<file path="config.mk">
export PLATFORM = sky130hd
export DESIGN_NAME = ppbc_top
export DESIGN_NICKNAME = d
export VERILOG_FILES = /design/src/logic/ppbc_pkg.sv /design/src/logic/ppbc_top.sv /design/src/logic/ppbc_sync2.sv /design/src/logic/ppbc_port_ctl.sv
export SDC_FILE = /design/constraint.sdc
export NUM_CORES = 1
export LEC_CHECK = 0
export BUFFER_PORTS_ARGS = -buffer_cell sky130_fd_sc_hd__buf_4
export CAP_MARGIN = 20
export CORE_MARGIN = 2
export CORE_UTILIZATION = 50
export CTS_CLUSTER_DIAMETER = 150
export DETAILED_ROUTE_END_ITERATION = 10
export GPL_TIMING_DRIVEN = 0
export PLACE_DENSITY = 0.75
export SLEW_MARGIN = 20
export SYNTH_ARGS = -nofsm -noshare
export SYNTH_HDL_FRONTEND = slang
export SYNTH_SLANG_ARGS = --single-unit
</file>
<file path="constraint.sdc">
create_clock -name clock_in -period 2.7 [get_ports clock_in]
set_clock_uncertainty 0.1 [all_clocks]
set_input_delay 0.54 -clock clock_in [delete_from_list [all_inputs] [get_ports clock_in]]
set_output_delay 0.54 -clock clock_in [all_outputs]
set_load 0.005 [all_outputs]
</file>
<file path="src/logic/ppbc_pkg.sv">
// Constants shared by the port power and battery charge control block.
// Assumes a 100 MHz core clock; all counts are derived from it here.
package ppbc_pkg;

  // Core clock period, used to turn times into cycle counts
  localparam int CLK_PERIOD_PS = 10000;

  // Number of downstream ports handled by this block
  localparam int NUM_PORTS = 2;

  // Register offsets on the configuration register port
  localparam logic [7:0] BC_REG_OFFSET = 8'hd0;
  localparam logic [7:0] STATUS_REG_OFFSET = 8'hd1;

  // Field positions in the battery charge enable register
  localparam int BC_PORT1_BIT = 1;
  localparam int BC_PORT2_BIT = 2;

  // Reset value of the battery charge enable register
  localparam logic [7:0] BC_REG_RESET = 8'h00;

  // Field positions in the status register
  localparam int STAT_POWER_LSB = 0;
  localparam int STAT_OC_LSB = 2;
  localparam int STAT_CFG_DONE_BIT = 4;
  localparam int STAT_STRAP_BC1_BIT = 5;
  localparam int STAT_LED_STRAP_BIT = 6;

  // Least strap setup time after reset release, in picoseconds
  localparam int STRAP_SETUP_PS = 16700;
  // Strap settle cycles after release, rounded up, at least one
  localparam int STRAP_WAIT_CYCLES = (STRAP_SETUP_PS + CLK_PERIOD_PS - 1) / CLK_PERIOD_PS;
  // Last strap window count: settle time plus two sync stages; the window spans one cycle more
  localparam logic [3:0] STRAP_WINDOW_LAST = 4'(STRAP_WAIT_CYCLES + 2);

  // Configuration sequence states
  typedef enum logic [1:0] {
    CFG_STRAP_WAIT,
    CFG_LOAD_WAIT,
    CFG_RUN
  } ppbc_cfg_state_t;

endpackage

</file>
<file path="src/logic/ppbc_top.sv">
// Port power and battery charge control for a two-port hub.
// Assumes register accesses come from the serial management decoder on the
// core clock; strap, config select and over-current inputs are raw pins.
//
// Overview of operation
// - Charging ports power on after reset and configuration
// - Power-on ignores enumeration and bus voltage detect
// - Over-current removes that port's power
// - After shutoff, only host request or reset restores
// - Report latched over-current once hub is enumerated
// - Enable register bit 1 port 1, bit 2 port 2
// - Each enabled port has its power output asserted
// - Register selects per port; strap only port 1
// - Straps honoured only when configuration enables them
// - Strap high gives 1, strap low gives 0
// - LED drive polarity follows sampled LED strap
// - Select 0 uses straps; 1 uses register settings
// - During reset, charging ports keep power on
`timescale 1ns/1ns
`default_nettype none

module ppbc_top (
  input wire logic clock_in,
  input wire logic rst_n_in,
  input wire logic config_select_in,
  input wire logic config_load_done_in,
  input wire logic charge_enable_strap_port1_in,
  input wire logic led_pin_in,
  input wire logic led_activity_in,
  input wire logic [ppbc_pkg::NUM_PORTS-1:0] over_current_n_in,
  input wire logic hub_enumerated_in,
  input wire logic [ppbc_pkg::NUM_PORTS-1:0] host_port_power_req_in,
  input wire logic [7:0] reg_addr_in,
  input wire logic [7:0] reg_wdata_in,
  input wire logic reg_write_in,
  input wire logic reg_read_in,
  output logic [7:0] reg_rdata_out,
  output logic [ppbc_pkg::NUM_PORTS-1:0] port_power_out,
  output logic [ppbc_pkg::NUM_PORTS-1:0] over_current_status_out,
  output logic led_pin_out,
  output logic led_pin_oe_n_out,
  output logic config_done_out
);

  ////////////////////////////////////////////////////////////////////////////////
  // Declarations

  // Synchronised pins
  logic cfg_sel_sync; // Configuration select level
  logic strap_bc1_sync; // Port 1 charge strap level
  logic led_strap_sync; // LED pin level while released
  logic [ppbc_pkg::NUM_PORTS-1:0] oc_n_sync; // Over-current, active low

  // Configuration sequence
  ppbc_pkg::ppbc_cfg_state_t cfg_state; // Current step
  logic [3:0] strap_count; // Cycles spent in strap window

  // Captured straps
  logic strap_bc1; // Port 1 charge enable from strap
  logic led_strap; // LED polarity strap
  logic straps_on; // Straps were enabled at capture

  // Register state
  logic [7:0] bc_reg; // Battery charge enable register

  // Effective charge enables and their reset-surviving copy
  logic [ppbc_pkg::NUM_PORTS-1:0] charge_en;
  logic [ppbc_pkg::NUM_PORTS-1:0] charge_retain;
  logic [ppbc_pkg::NUM_PORTS-1:0] oc_active;
  logic [ppbc_pkg::NUM_PORTS-1:0] oc_flag;

  ////////////////////////////////////////////////////////////////////////////////
  // Pin synchronisers

  // Config select and straps idle low, matching the internal pull-downs
  ppbc_sync2 #(
    .WIDTH(3),
    .RESET_VAL(3'h0)
  ) u_sync_straps (
    .clock_in(clock_in),
    .rst_n_in(rst_n_in),
    .async_in({config_select_in, charge_enable_strap_port1_in, led_pin_in}),
    .sync_out({cfg_sel_sync, strap_bc1_sync, led_strap_sync})
  );

  // Over-current pins idle high, so reset does not fake a fault
  ppbc_sync2 #(
    .WIDTH(ppbc_pkg::NUM_PORTS),
    .RESET_VAL({ppbc_pkg::NUM_PORTS{1'b1}})
  ) u_sync_oc (
    .clock_in(clock_in),
    .rst_n_in(rst_n_in),
    .async_in(over_current_n_in),
    .sync_out(oc_n_sync)
  );

  // Active-high over-current seen by the port logic
  assign oc_active = ~oc_n_sync;

  ////////////////////////////////////////////////////////////////////////////////
  // Configuration sequence

  // Strap window, then either straps or a wait for the register load
  always_ff @(posedge clock_in or negedge rst_n_in) begin
    if (!rst_n_in) begin
      cfg_state <= ppbc_pkg::CFG_STRAP_WAIT;
      strap_count <= 4'h0;
    end else begin
      case (cfg_state)
        ppbc_pkg::CFG_STRAP_WAIT: begin
          // Count out setup time and synchroniser latency
          if (strap_count == ppbc_pkg::STRAP_WINDOW_LAST) begin
            if (cfg_sel_sync) begin
              cfg_state <= ppbc_pkg::CFG_LOAD_WAIT;
            end else begin
              cfg_state <= ppbc_pkg::CFG_RUN;
            end
          end else begin
            strap_count <= strap_count + 4'h1;
          end
        end
        ppbc_pkg::CFG_LOAD_WAIT: begin
          // Waits as long as the register load takes
          if (config_load_done_in) begin
            cfg_state <= ppbc_pkg::CFG_RUN;
          end
        end
        ppbc_pkg::CFG_RUN: begin
          // Stays here until the next hardware reset
          cfg_state <= ppbc_pkg::CFG_RUN;
        end
        default: begin
          cfg_state <= ppbc_pkg::CFG_STRAP_WAIT;
        end
      endcase
    end
  end

  // Configuration complete flag, the gate for port power outside reset
  always_ff @(posedge clock_in or negedge rst_n_in) begin
    if (!rst_n_in) begin
      config_done_out <= 1'b0;
    end else begin
      config_done_out <= (cfg_state == ppbc_pkg::CFG_RUN);
    end
  end

  ////////////////////////////////////////////////////////////////////////////////
  // Strap capture

  // Sampled once at the end of the window; pin level maps straight to value
  always_ff @(posedge clock_in or negedge rst_n_in) begin
    if (!rst_n_in) begin
      strap_bc1 <= 1'b0;
      led_strap <= 1'b0;
      straps_on <= 1'b0;
    end else if (cfg_state == ppbc_pkg::CFG_STRAP_WAIT &&
                 strap_count == ppbc_pkg::STRAP_WINDOW_LAST) begin
      straps_on <= !cfg_sel_sync;
      strap_bc1 <= strap_bc1_sync && !cfg_sel_sync;
      led_strap <= led_strap_sync && !cfg_sel_sync;
    end
  end

  ////////////////////////////////////////////////////////////////////////////////
  // Register file

  // Writes only land when registers come from the management interface;
  // in the default configuration the register keeps its reset value
  always_ff @(posedge clock_in or negedge rst_n_in) begin
    if (!rst_n_in) begin
      bc_reg <= ppbc_pkg::BC_REG_RESET;
    end else if (reg_write_in && cfg_sel_sync && reg_addr_in == ppbc_pkg::BC_REG_OFFSET) begin
      bc_reg <= reg_wdata_in;
    end
  end

  // Read data, registered; unmapped offsets read as zero
  always_ff @(posedge clock_in or negedge rst_n_in) begin
    if (!rst_n_in) begin
      reg_rdata_out <= 8'h00;
    end else if (reg_read_in) begin
      case (reg_addr_in)
        ppbc_pkg::BC_REG_OFFSET: begin
          reg_rdata_out <= bc_reg;
        end
        ppbc_pkg::STATUS_REG_OFFSET: begin
          reg_rdata_out <= 8'h00;
          reg_rdata_out[ppbc_pkg::STAT_POWER_LSB +: ppbc_pkg::NUM_PORTS] <= port_power_out;
          reg_rdata_out[ppbc_pkg::STAT_OC_LSB +: ppbc_pkg::NUM_PORTS] <= oc_flag;
          reg_rdata_out[ppbc_pkg::STAT_CFG_DONE_BIT] <= config_done_out;
          reg_rdata_out[ppbc_pkg::STAT_STRAP_BC1_BIT] <= strap_bc1;
          reg_rdata_out[ppbc_pkg::STAT_LED_STRAP_BIT] <= led_strap;
        end
        default: begin
          reg_rdata_out <= 8'h00;
        end
      endcase
    end
  end

  ////////////////////////////////////////////////////////////////////////////////
  // Effective charge enables

  // Register bits select any port; the strap reaches only port 1
  always_comb begin
    charge_en[0] = bc_reg[ppbc_pkg::BC_PORT1_BIT] || strap_bc1;
    charge_en[1] = bc_reg[ppbc_pkg::BC_PORT2_BIT];
  end

  // Copy without reset so a held hardware reset keeps charging ports powered.
  // Limitation: from power-up until the first run the copy is unknown.
  always_ff @(posedge clock_in) begin
    if (rst_n_in && config_done_out) begin
      charge_retain <= charge_en;
    end
  end

  ////////////////////////////////////////////////////////////////////////////////
  // Per-port power control

  generate
    for (genvar p = 0; p < ppbc_pkg::NUM_PORTS; p++) begin : g_port
      ppbc_port_ctl u_port (
        .clock_in(clock_in),
        .rst_n_in(rst_n_in),
        .cfg_done_in(config_done_out),
        .charge_enable_in(charge_en[p]),
        .charge_retain_in(charge_retain[p]),
        .over_current_in(oc_active[p]),
        .hub_enumerated_in(hub_enumerated_in),
        .power_req_in(host_port_power_req_in[p]),
        .power_out(port_power_out[p]),
        .oc_flag_out(oc_flag[p]),
        .oc_status_out(over_current_status_out[p])
      );
    end
  endgenerate

  ////////////////////////////////////////////////////////////////////////////////
  // LED drive

  // Pin stays released until configuration so its strap can be read;
  // a strap sampled high means the LED hangs from the supply, active low
  always_ff @(posedge clock_in or negedge rst_n_in) begin
    if (!rst_n_in) begin
      led_pin_out <= 1'b0;
      led_pin_oe_n_out <= 1'b1;
    end else begin
      led_pin_out <= led_activity_in ^ led_strap;
      led_pin_oe_n_out <= !config_done_out;
    end
  end

  ////////////////////////////////////////////////////////////////////////////////
  // Checks

  a_charge_power_on: assert property (
    @(posedge clock_in) disable iff (!rst_n_in)
    config_done_out && charge_en[0] && !oc_flag[0] && !oc_active[0]
      |=> port_power_out[0]
  ) else $error("charging port 1 not powered after configuration");

  a_no_power_early: assert property (
    @(posedge clock_in) disable iff (!rst_n_in)
    !config_done_out |=> port_power_out == '0 || $past(!rst_n_in)
  ) else $error("port powered before configuration");

  a_port2_enable: assert property (
    @(posedge clock_in) disable iff (!rst_n_in)
    config_done_out && bc_reg[ppbc_pkg::BC_PORT2_BIT] && !oc_flag[1] && !oc_active[1]
      |=> port_power_out[1]
  ) else $error("enabled port 2 not powered");

  a_reg_write: assert property (
    @(posedge clock_in) disable iff (!rst_n_in)
    reg_write_in && cfg_sel_sync && reg_addr_in == ppbc_pkg::BC_REG_OFFSET
      |=> bc_reg == $past(reg_wdata_in)
  ) else $error("charge enable register write lost");

  a_strap_ignored: assert property (
    @(posedge clock_in) disable iff (!rst_n_in)
    !straps_on |-> !strap_bc1 && !led_strap
  ) else $error("strap honoured while straps disabled");

  a_strap_window: assert property (
    @(posedge clock_in) disable iff (!rst_n_in)
    $rose(config_done_out) |-> $past(straps_on) || $past(config_load_done_in, 2)
  ) else $error("configuration finished without straps or load");

  a_led_polarity: assert property (
    @(posedge clock_in) disable iff (!rst_n_in)
    config_done_out ##1 1'b1 |-> led_pin_out == ($past(led_activity_in) ^ $past(led_strap))
      && !led_pin_oe_n_out
  ) else $error("LED drive polarity wrong");

  // Case equality: before the first run both the copy and the output are unknown
  a_reset_keeps_power: assert property (
    @(posedge clock_in)
    !rst_n_in && $past(!rst_n_in) |=> port_power_out === $past(charge_retain)
  ) else $error("charging port power dropped in reset");

endmodule

`default_nettype wire

</file>
<file path="src/logic/ppbc_sync2.sv">
// Two-stage level synchroniser for pins entering the core clock domain.
// Assumes the input is a slow level; a pulse that spans no rising clock edge is lost.
`timescale 1ns/1ns
`default_nettype none

module ppbc_sync2 #(
  parameter int WIDTH = 1,
  parameter logic [WIDTH-1:0] RESET_VAL = '0
) (
  input wire logic clock_in,
  input wire logic rst_n_in,
  input wire logic [WIDTH-1:0] async_in,
  output logic [WIDTH-1:0] sync_out
);

  // First stage, read only by the second stage
  logic [WIDTH-1:0] meta;

  ////////////////////////////////////////////////////////////////////////////////
  // Both stages reset to the idle level of the pin
  always_ff @(posedge clock_in or negedge rst_n_in) begin
    if (!rst_n_in) begin
      meta <= RESET_VAL;
      sync_out <= RESET_VAL;
    end else begin
      meta <= async_in;
      sync_out <= meta;
    end
  end

endmodule

`default_nettype wire

</file>
<file path="src/logic/ppbc_port_ctl.sv">
// Power control for one downstream port: over-current shutoff and restore.
// Assumes over-current and config inputs are already in the core clock domain.
`timescale 1ns/1ns
`default_nettype none

module ppbc_port_ctl (
  input wire logic clock_in,
  input wire logic rst_n_in,
  input wire logic cfg_done_in,
  input wire logic charge_enable_in,
  input wire logic charge_retain_in,
  input wire logic over_current_in,
  input wire logic hub_enumerated_in,
  input wire logic power_req_in,
  output logic power_out,
  output logic oc_flag_out,
  output logic oc_status_out
);

  // Host has asked for power on this port since reset
  logic host_on;
  // Power level for the next cycle outside reset
  logic next_power;

  ////////////////////////////////////////////////////////////////////////////////
  // Sticky shutoff flag; a new detection beats a same-cycle restore request
  always_ff @(posedge clock_in or negedge rst_n_in) begin
    if (!rst_n_in) begin
      oc_flag_out <= 1'b0;
    end else if (over_current_in) begin
      oc_flag_out <= 1'b1;
    end else if (power_req_in) begin
      oc_flag_out <= 1'b0;
    end
  end

  // Host request latch, cleared only by hardware reset
  always_ff @(posedge clock_in or negedge rst_n_in) begin
    if (!rst_n_in) begin
      host_on <= 1'b0;
    end else if (power_req_in) begin
      host_on <= 1'b1;
    end
  end

  // Charging ports need neither enumeration nor bus voltage, only config done
  always_comb begin
    next_power = cfg_done_in && (charge_enable_in || host_on)
      && !oc_flag_out && !over_current_in;
  end

  // No async reset here: while reset is held the port keeps its charging power.
  // Reset is sampled as a level, so release may lag one cycle; harmless here.
  always_ff @(posedge clock_in) begin
    if (!rst_n_in) begin
      power_out <= charge_retain_in;
    end else begin
      power_out <= next_power;
    end
  end

  // Over-current is reported only once a host has enumerated the hub
  always_ff @(posedge clock_in or negedge rst_n_in) begin
    if (!rst_n_in) begin
      oc_status_out <= 1'b0;
    end else begin
      oc_status_out <= hub_enumerated_in && oc_flag_out;
    end
  end

  ////////////////////////////////////////////////////////////////////////////////
  // Checks on the shutoff and restore behaviour

  a_oc_cuts_power: assert property (
    @(posedge clock_in) disable iff (!rst_n_in)
    over_current_in |=> !power_out && oc_flag_out
  ) else $error("power not removed after over-current");

  a_flag_holds_off: assert property (
    @(posedge clock_in) disable iff (!rst_n_in)
    oc_flag_out && !power_req_in |=> oc_flag_out && !power_out
  ) else $error("shutoff flag lost without host request");

  a_req_restores: assert property (
    @(posedge clock_in) disable iff (!rst_n_in)
    oc_flag_out && power_req_in && !over_current_in && cfg_done_in
      ##1 !over_current_in && cfg_done_in |=> power_out
  ) else $error("host request did not restore power");

  a_status_report: assert property (
    @(posedge clock_in) disable iff (!rst_n_in)
    hub_enumerated_in && oc_flag_out |=> oc_status_out
  ) else $error("over-current status not reported");

endmodule

`default_nettype wire

</file>
Word-level counts from Yosys, hierarchy flattened

Index checks and enable logic that the tools add are counted.

$add $sub $neg: 1
Equal/unequal tests: 7
Mux-type cells: 11
Bitwise logic cells: 3
Reductions and logical operators: 28

Operators with widths:

| operator              | number |
|---|---|
| $eq A8 B8 Y1 const B  | 2 |
| $pmux W8 S2           | 1 |
| $logic_and A1 B1 Y1   | 14 |
| $logic_not A1 Y1      | 6 |
| $mux W1               | 6 |
| $mux W2               | 3 |
| $pmux W2 S3           | 1 |
| $add A4 B1 Y4 const B | 1 |
| $eq A4 B3 Y1 const B  | 1 |
| $reduce_and A2 Y1     | 2 |
| $reduce_bool A2 Y1    | 2 |
| $logic_or A1 B1 Y1    | 3 |
| $eq A2 B1 Y1 const B  | 1 |
| $eq A2 B2 Y1 const B  | 1 |
| $logic_not A2 Y1      | 1 |
| $ne A2 B1 Y1 const B  | 1 |
| $ne A2 B2 Y1 const B  | 1 |
| $not A2 Y2            | 1 |
| $not A1 Y1            | 1 |
| $xor A1 B1 Y1         | 1 |

Register bits after elaboration: 47
Input port bits: 30
Output and inout port bits: 15
Word-level logic and storage cells: 72

Logic depth before layout (Yosys ltp)

Word-level depth: 6
Gate-level depth with buffers: 5

Modules after synthesis

From an unflattened synthesis, not the netlist that was laid out.

Cells, all modules: 151
Area, all modules: 1943.1 µm²

By module, submodules not included:

| module                      | instances | cells each | area an instance (µm²) |
|---|---|---|---|
| ppbc_top                    | 1         | 117        | 1385.1 |
| ppbc_port_ctl               | 2         | 12         | 151.4 |
| ppbc_sync2 at u_sync_straps | 1         | 6          | 150.1 |
| ppbc_sync2 at u_sync_oc     | 1         | 4          | 105.1 |

Worst setup path before layout

Ideal clock, no wire load.

Path kind: input -> register
Start: input port reg_addr_in[1]
End: register bc_reg[0]
Library setup time: 0.125 ns
Data arrival time: 1.710 ns
Data required time: 2.475 ns
Slack: 0.765 ns
Cell stages on the path: 3
Path buffers: 0
Cell sequence: or3_4 > nor4_4 > mux2_2

Longest elaborated chain between the ends: 2

RTL lines:

| element              | RTL line        | text |
|---|---|---|
| start, declared      | ppbc_top.sv:33  | `input wire logic [7:0] reg_addr_in,` |
| $eq A8 B8 Y1         | ppbc_top.sv:173 | `end else if (reg_write_in && cfg_sel_sync && reg_addr_in == ppbc_pkg::BC_REG_OFFSET) begin` |
| $logic_and A1 B1 Y1  | ppbc_top.sv:173 |  |
| end signal, assigned | ppbc_top.sv:172 | `bc_reg <= ppbc_pkg::BC_REG_RESET;` |
| end signal, assigned | ppbc_top.sv:174 | `bc_reg <= reg_wdata_in;` |
| end, declared        | ppbc_top.sv:64  | `logic [7:0] bc_reg;` |

Every way passes these cells.
A chain may end at the register's enable or synchronous reset.

Final worst setup path

Start: input port reg_addr_in[1]
End: register bc_reg[6]

The elaborated chain is that of the path after synthesis.

==> qor.csv <==
metric;value;unit
most frequent cells in the layout;buf_4, dfrtp_1, mux2_2;
worst r2r path cells;3;
crit-path max cell delay;0.54;ns
Syn. warnings;0;
Slew Viols, Final;0;
FF-to-FF Start;u_sync_straps.sync_out[2];
CP Capture Type;flop;
CTS resizes;0;
Yosys cell types;32;
fmax;525;MHz
critical path class;input port to flop;
Cell Chain, Critical Path;buf_4 > or3_4 > nor4_4 > mux2_2;
syn_area_per_cell;12.8;µm²
CP Capture Point;bc_reg[6];
Hold Slack;0.124;ns
routability cong.;0.743;
Yosys reg bits;47;
P&R area growth vs syn;24.9;%
gr ovfl total;0;
DP HPWL;2500;µm
number of global-route vias before repair;1228;
Final nets;237;
Max-slew headroom;59.1;%
Crit path max-delay family;simple AND/OR/NAND/NOR gates;
Core Region;3690;µm²
register area share after synthesis;61.0;%
Final Hold Vio Count;0;
worst ir drop on vdd;0.421;mV
Worst R2R End;bc_reg[6];
dpl cell area;2310;µm²
Synth Cell Area;1940;µm²
Arrival @ worst endpoint;1.99;ns
Int Power;1.23;mW
DR DRC count;0;
Mapped Cells;152;
minimum clock period after layout;1.90;ns
CTS sink cnt;47;
Vias;1262;
# diodes;0;
PwrDens;672;nW/µm²
CTS max path bufs;2;
Setup Viol. Count Final;0;
WL per Instance;13.9;µm
Initial Util;52.5;%
Core Util, Final;65.6;%
CTS tree;built;
Inserted Clock Buffers;5;
Total GRT Usage;17.7;%
Cell Rows;22;
Clk pwr share;30.5;%
CP max FO;8;
CP Launch Type;input port;
P_sw;0.400;mW
outcome;finished clean;
die width;66.3;µm
die height;66.3;µm
most common cell after layout, fill and taps aside;buf_4;
RSZ-0062 raised after global routing;false;
first-pass GRT wire length;5720;µm
Clk pin slew, worst setup/hold paths;0.08;ns
share of post-route cells with drive strength above 1;41.1;%
Pre-antenna DRT Iters;4;
switching share of power;24.6;%
PortBufs;42;
sequential share of power;51.8;%
number of I/O pins;45;
setup_tns;0;ns
worst-margin pin slew;0.609;ns
critical path data required time;2.79;ns
Post-CTS Setup Inserts;0;
syn nets;188;
clk_lat worst skew;0.30;ns
initial antenna violation count;0;
final WL;3470;µm
FF-to-FF setup slack;1.07;ns
worst path buffer plus inverter count;1;
H-tree depth;2;
share of power burned in combinational logic;17.7;%
Initial DRC Count;74;
Worst path slowest cell;nor4_4;
Leak;1.18;nW
Hold Path Class;input port to async pin;
largest net degree at the start of global routing;48;
Stages on worst setup path;4;
Finished Cell Area;2420;µm²
final critical-path share of the clock period;70.5;%
DR vias/cell;5.05;
root buf cell;clkbuf_8;
DRT antenna net count;0;
CP startpoint;reg_addr_in[1];
Max Cap Viol;0;
CTS Hold Bufs;0;
Die ar.;4390;µm²
cells by family (layout without fill, tap and decap cells):
family	after synthesis	after routing	synth area share, %
AO/OA/AOI/OAI	16	16	5.23
XOR/XNOR	2	2	0.904
adder cells (fa/ha/maj)	6	6	3.87
buffers and inverters	25	75	6.13
flip-flops	47	47	61.0
multiplexers	20	20	11.5
AND/OR/NAND/NOR	36	36	11.4
worst reg2reg max path, stage by stage, from the launching register on:
cell and delay [ns]:
dfrtp_1 0.42, nand2_1 0.12, nor4_4 0.47, mux2_2 0.41
worst min-delay path by stage:
stage / start / end / slack, ns / cells past startpoint
2_1_floorplan: rst_n_in / bc_reg[0] / 0.14 / 0
3_3_place_gp: u_sync_straps.meta[2] / u_sync_straps.sync_out[2] / 0.23 / 0
3_5_place_dp: u_sync_straps.meta[2] / u_sync_straps.sync_out[2] / 0.23 / 0
4_1_cts: rst_n_in / g_port[0].u_port.oc_status_out / 0.14 / 1
5_1_grt: rst_n_in / g_port[0].u_port.oc_status_out / 0.17 / 1
6_report: rst_n_in / g_port[0].u_port.oc_status_out / 0.12 / 1
cells in the mapped netlist:
cell type / number / area share [%]
nand4b_1: 1 / 0.45
xor2_1: 1 / 0.45
mux2_2: 18 / 10
o21bai_1: 1 / 0.39
a21oi_1: 2 / 0.52
or3_4: 1 / 0.58
or3_1: 1 / 0.32
dfstp_2: 5 / 6.8
xnor2_1: 1 / 0.45
mux2i_1: 2 / 1.0
dfrtp_1: 38 / 49
and2_1: 3 / 0.97
nand4_1: 2 / 0.65
o22ai_1: 9 / 2.9
nor2_1: 1 / 0.19
buf_4: 4 / 1.5
inv_1: 17 / 3.3
clkbuf_1: 3 / 0.58
nor4_4: 1 / 1.1
ha_1: 6 / 3.9
nor2b_1: 6 / 1.9
clkbuf_8: 1 / 0.71
edfxtp_1: 2 / 3.1
a21o_1: 1 / 0.39
a41o_1: 1 / 0.52
nand3b_1: 3 / 1.2
or2_2: 4 / 1.3
nand2_1: 10 / 1.9
dfxtp_1: 2 / 2.1
nor3_1: 2 / 0.52
nand3_1: 1 / 0.26
o21ai_0: 2 / 0.52
layout make-up:
type | count | area (µm²)
plain buffers | 8 | 55.1
clock buffers | 5 | 68.8
clock inverters | 3 | 38.8
fillers | 305 | 1270
inverters | 17 | 63.8
multi-input cells | 80 | 637
flip-flops and latches | 47 | 1180
well taps | 48 | 60.1
repair buffers | 42 | 315
power by group through the flow:
stage / Sequential (mW) / Clock (mW) / Combinational [mW]
2_1_floorplan: 0.845 / 0 / 0.165
3_3_place_gp: 0.854 / 0 / 0.276
3_5_place_dp: 0.858 / 0 / 0.292
4_1_cts: 0.844 / 0.512 / 0.294
5_1_grt: 0.854 / 0.542 / 0.325
6_report: 0.843 / 0.496 / 0.287
per-stage QoR:
| step | cells | power (mW) | setup slack, ns |
|---|---|---|---|
| finish | 250 | 1.63 | 0.796 |
| CTS | 250 | 1.65 | 0.780 |
| global route | 250 | 1.72 | 0.703 |
| detailed placement | 242 | 1.15 | 0.455 |
| floorplan | 152 | 1.01 | 0.765 |
| global placement | 242 | 1.13 | 0.471 |
layer usage:
layer,GRT usage [%],part of all wire (%)
met1,21.3,40
met2,30.4,54
met3,5.11,5.4
met4,5.36,1.3
met5,0,0
Power figures use the tool's default switching activity.
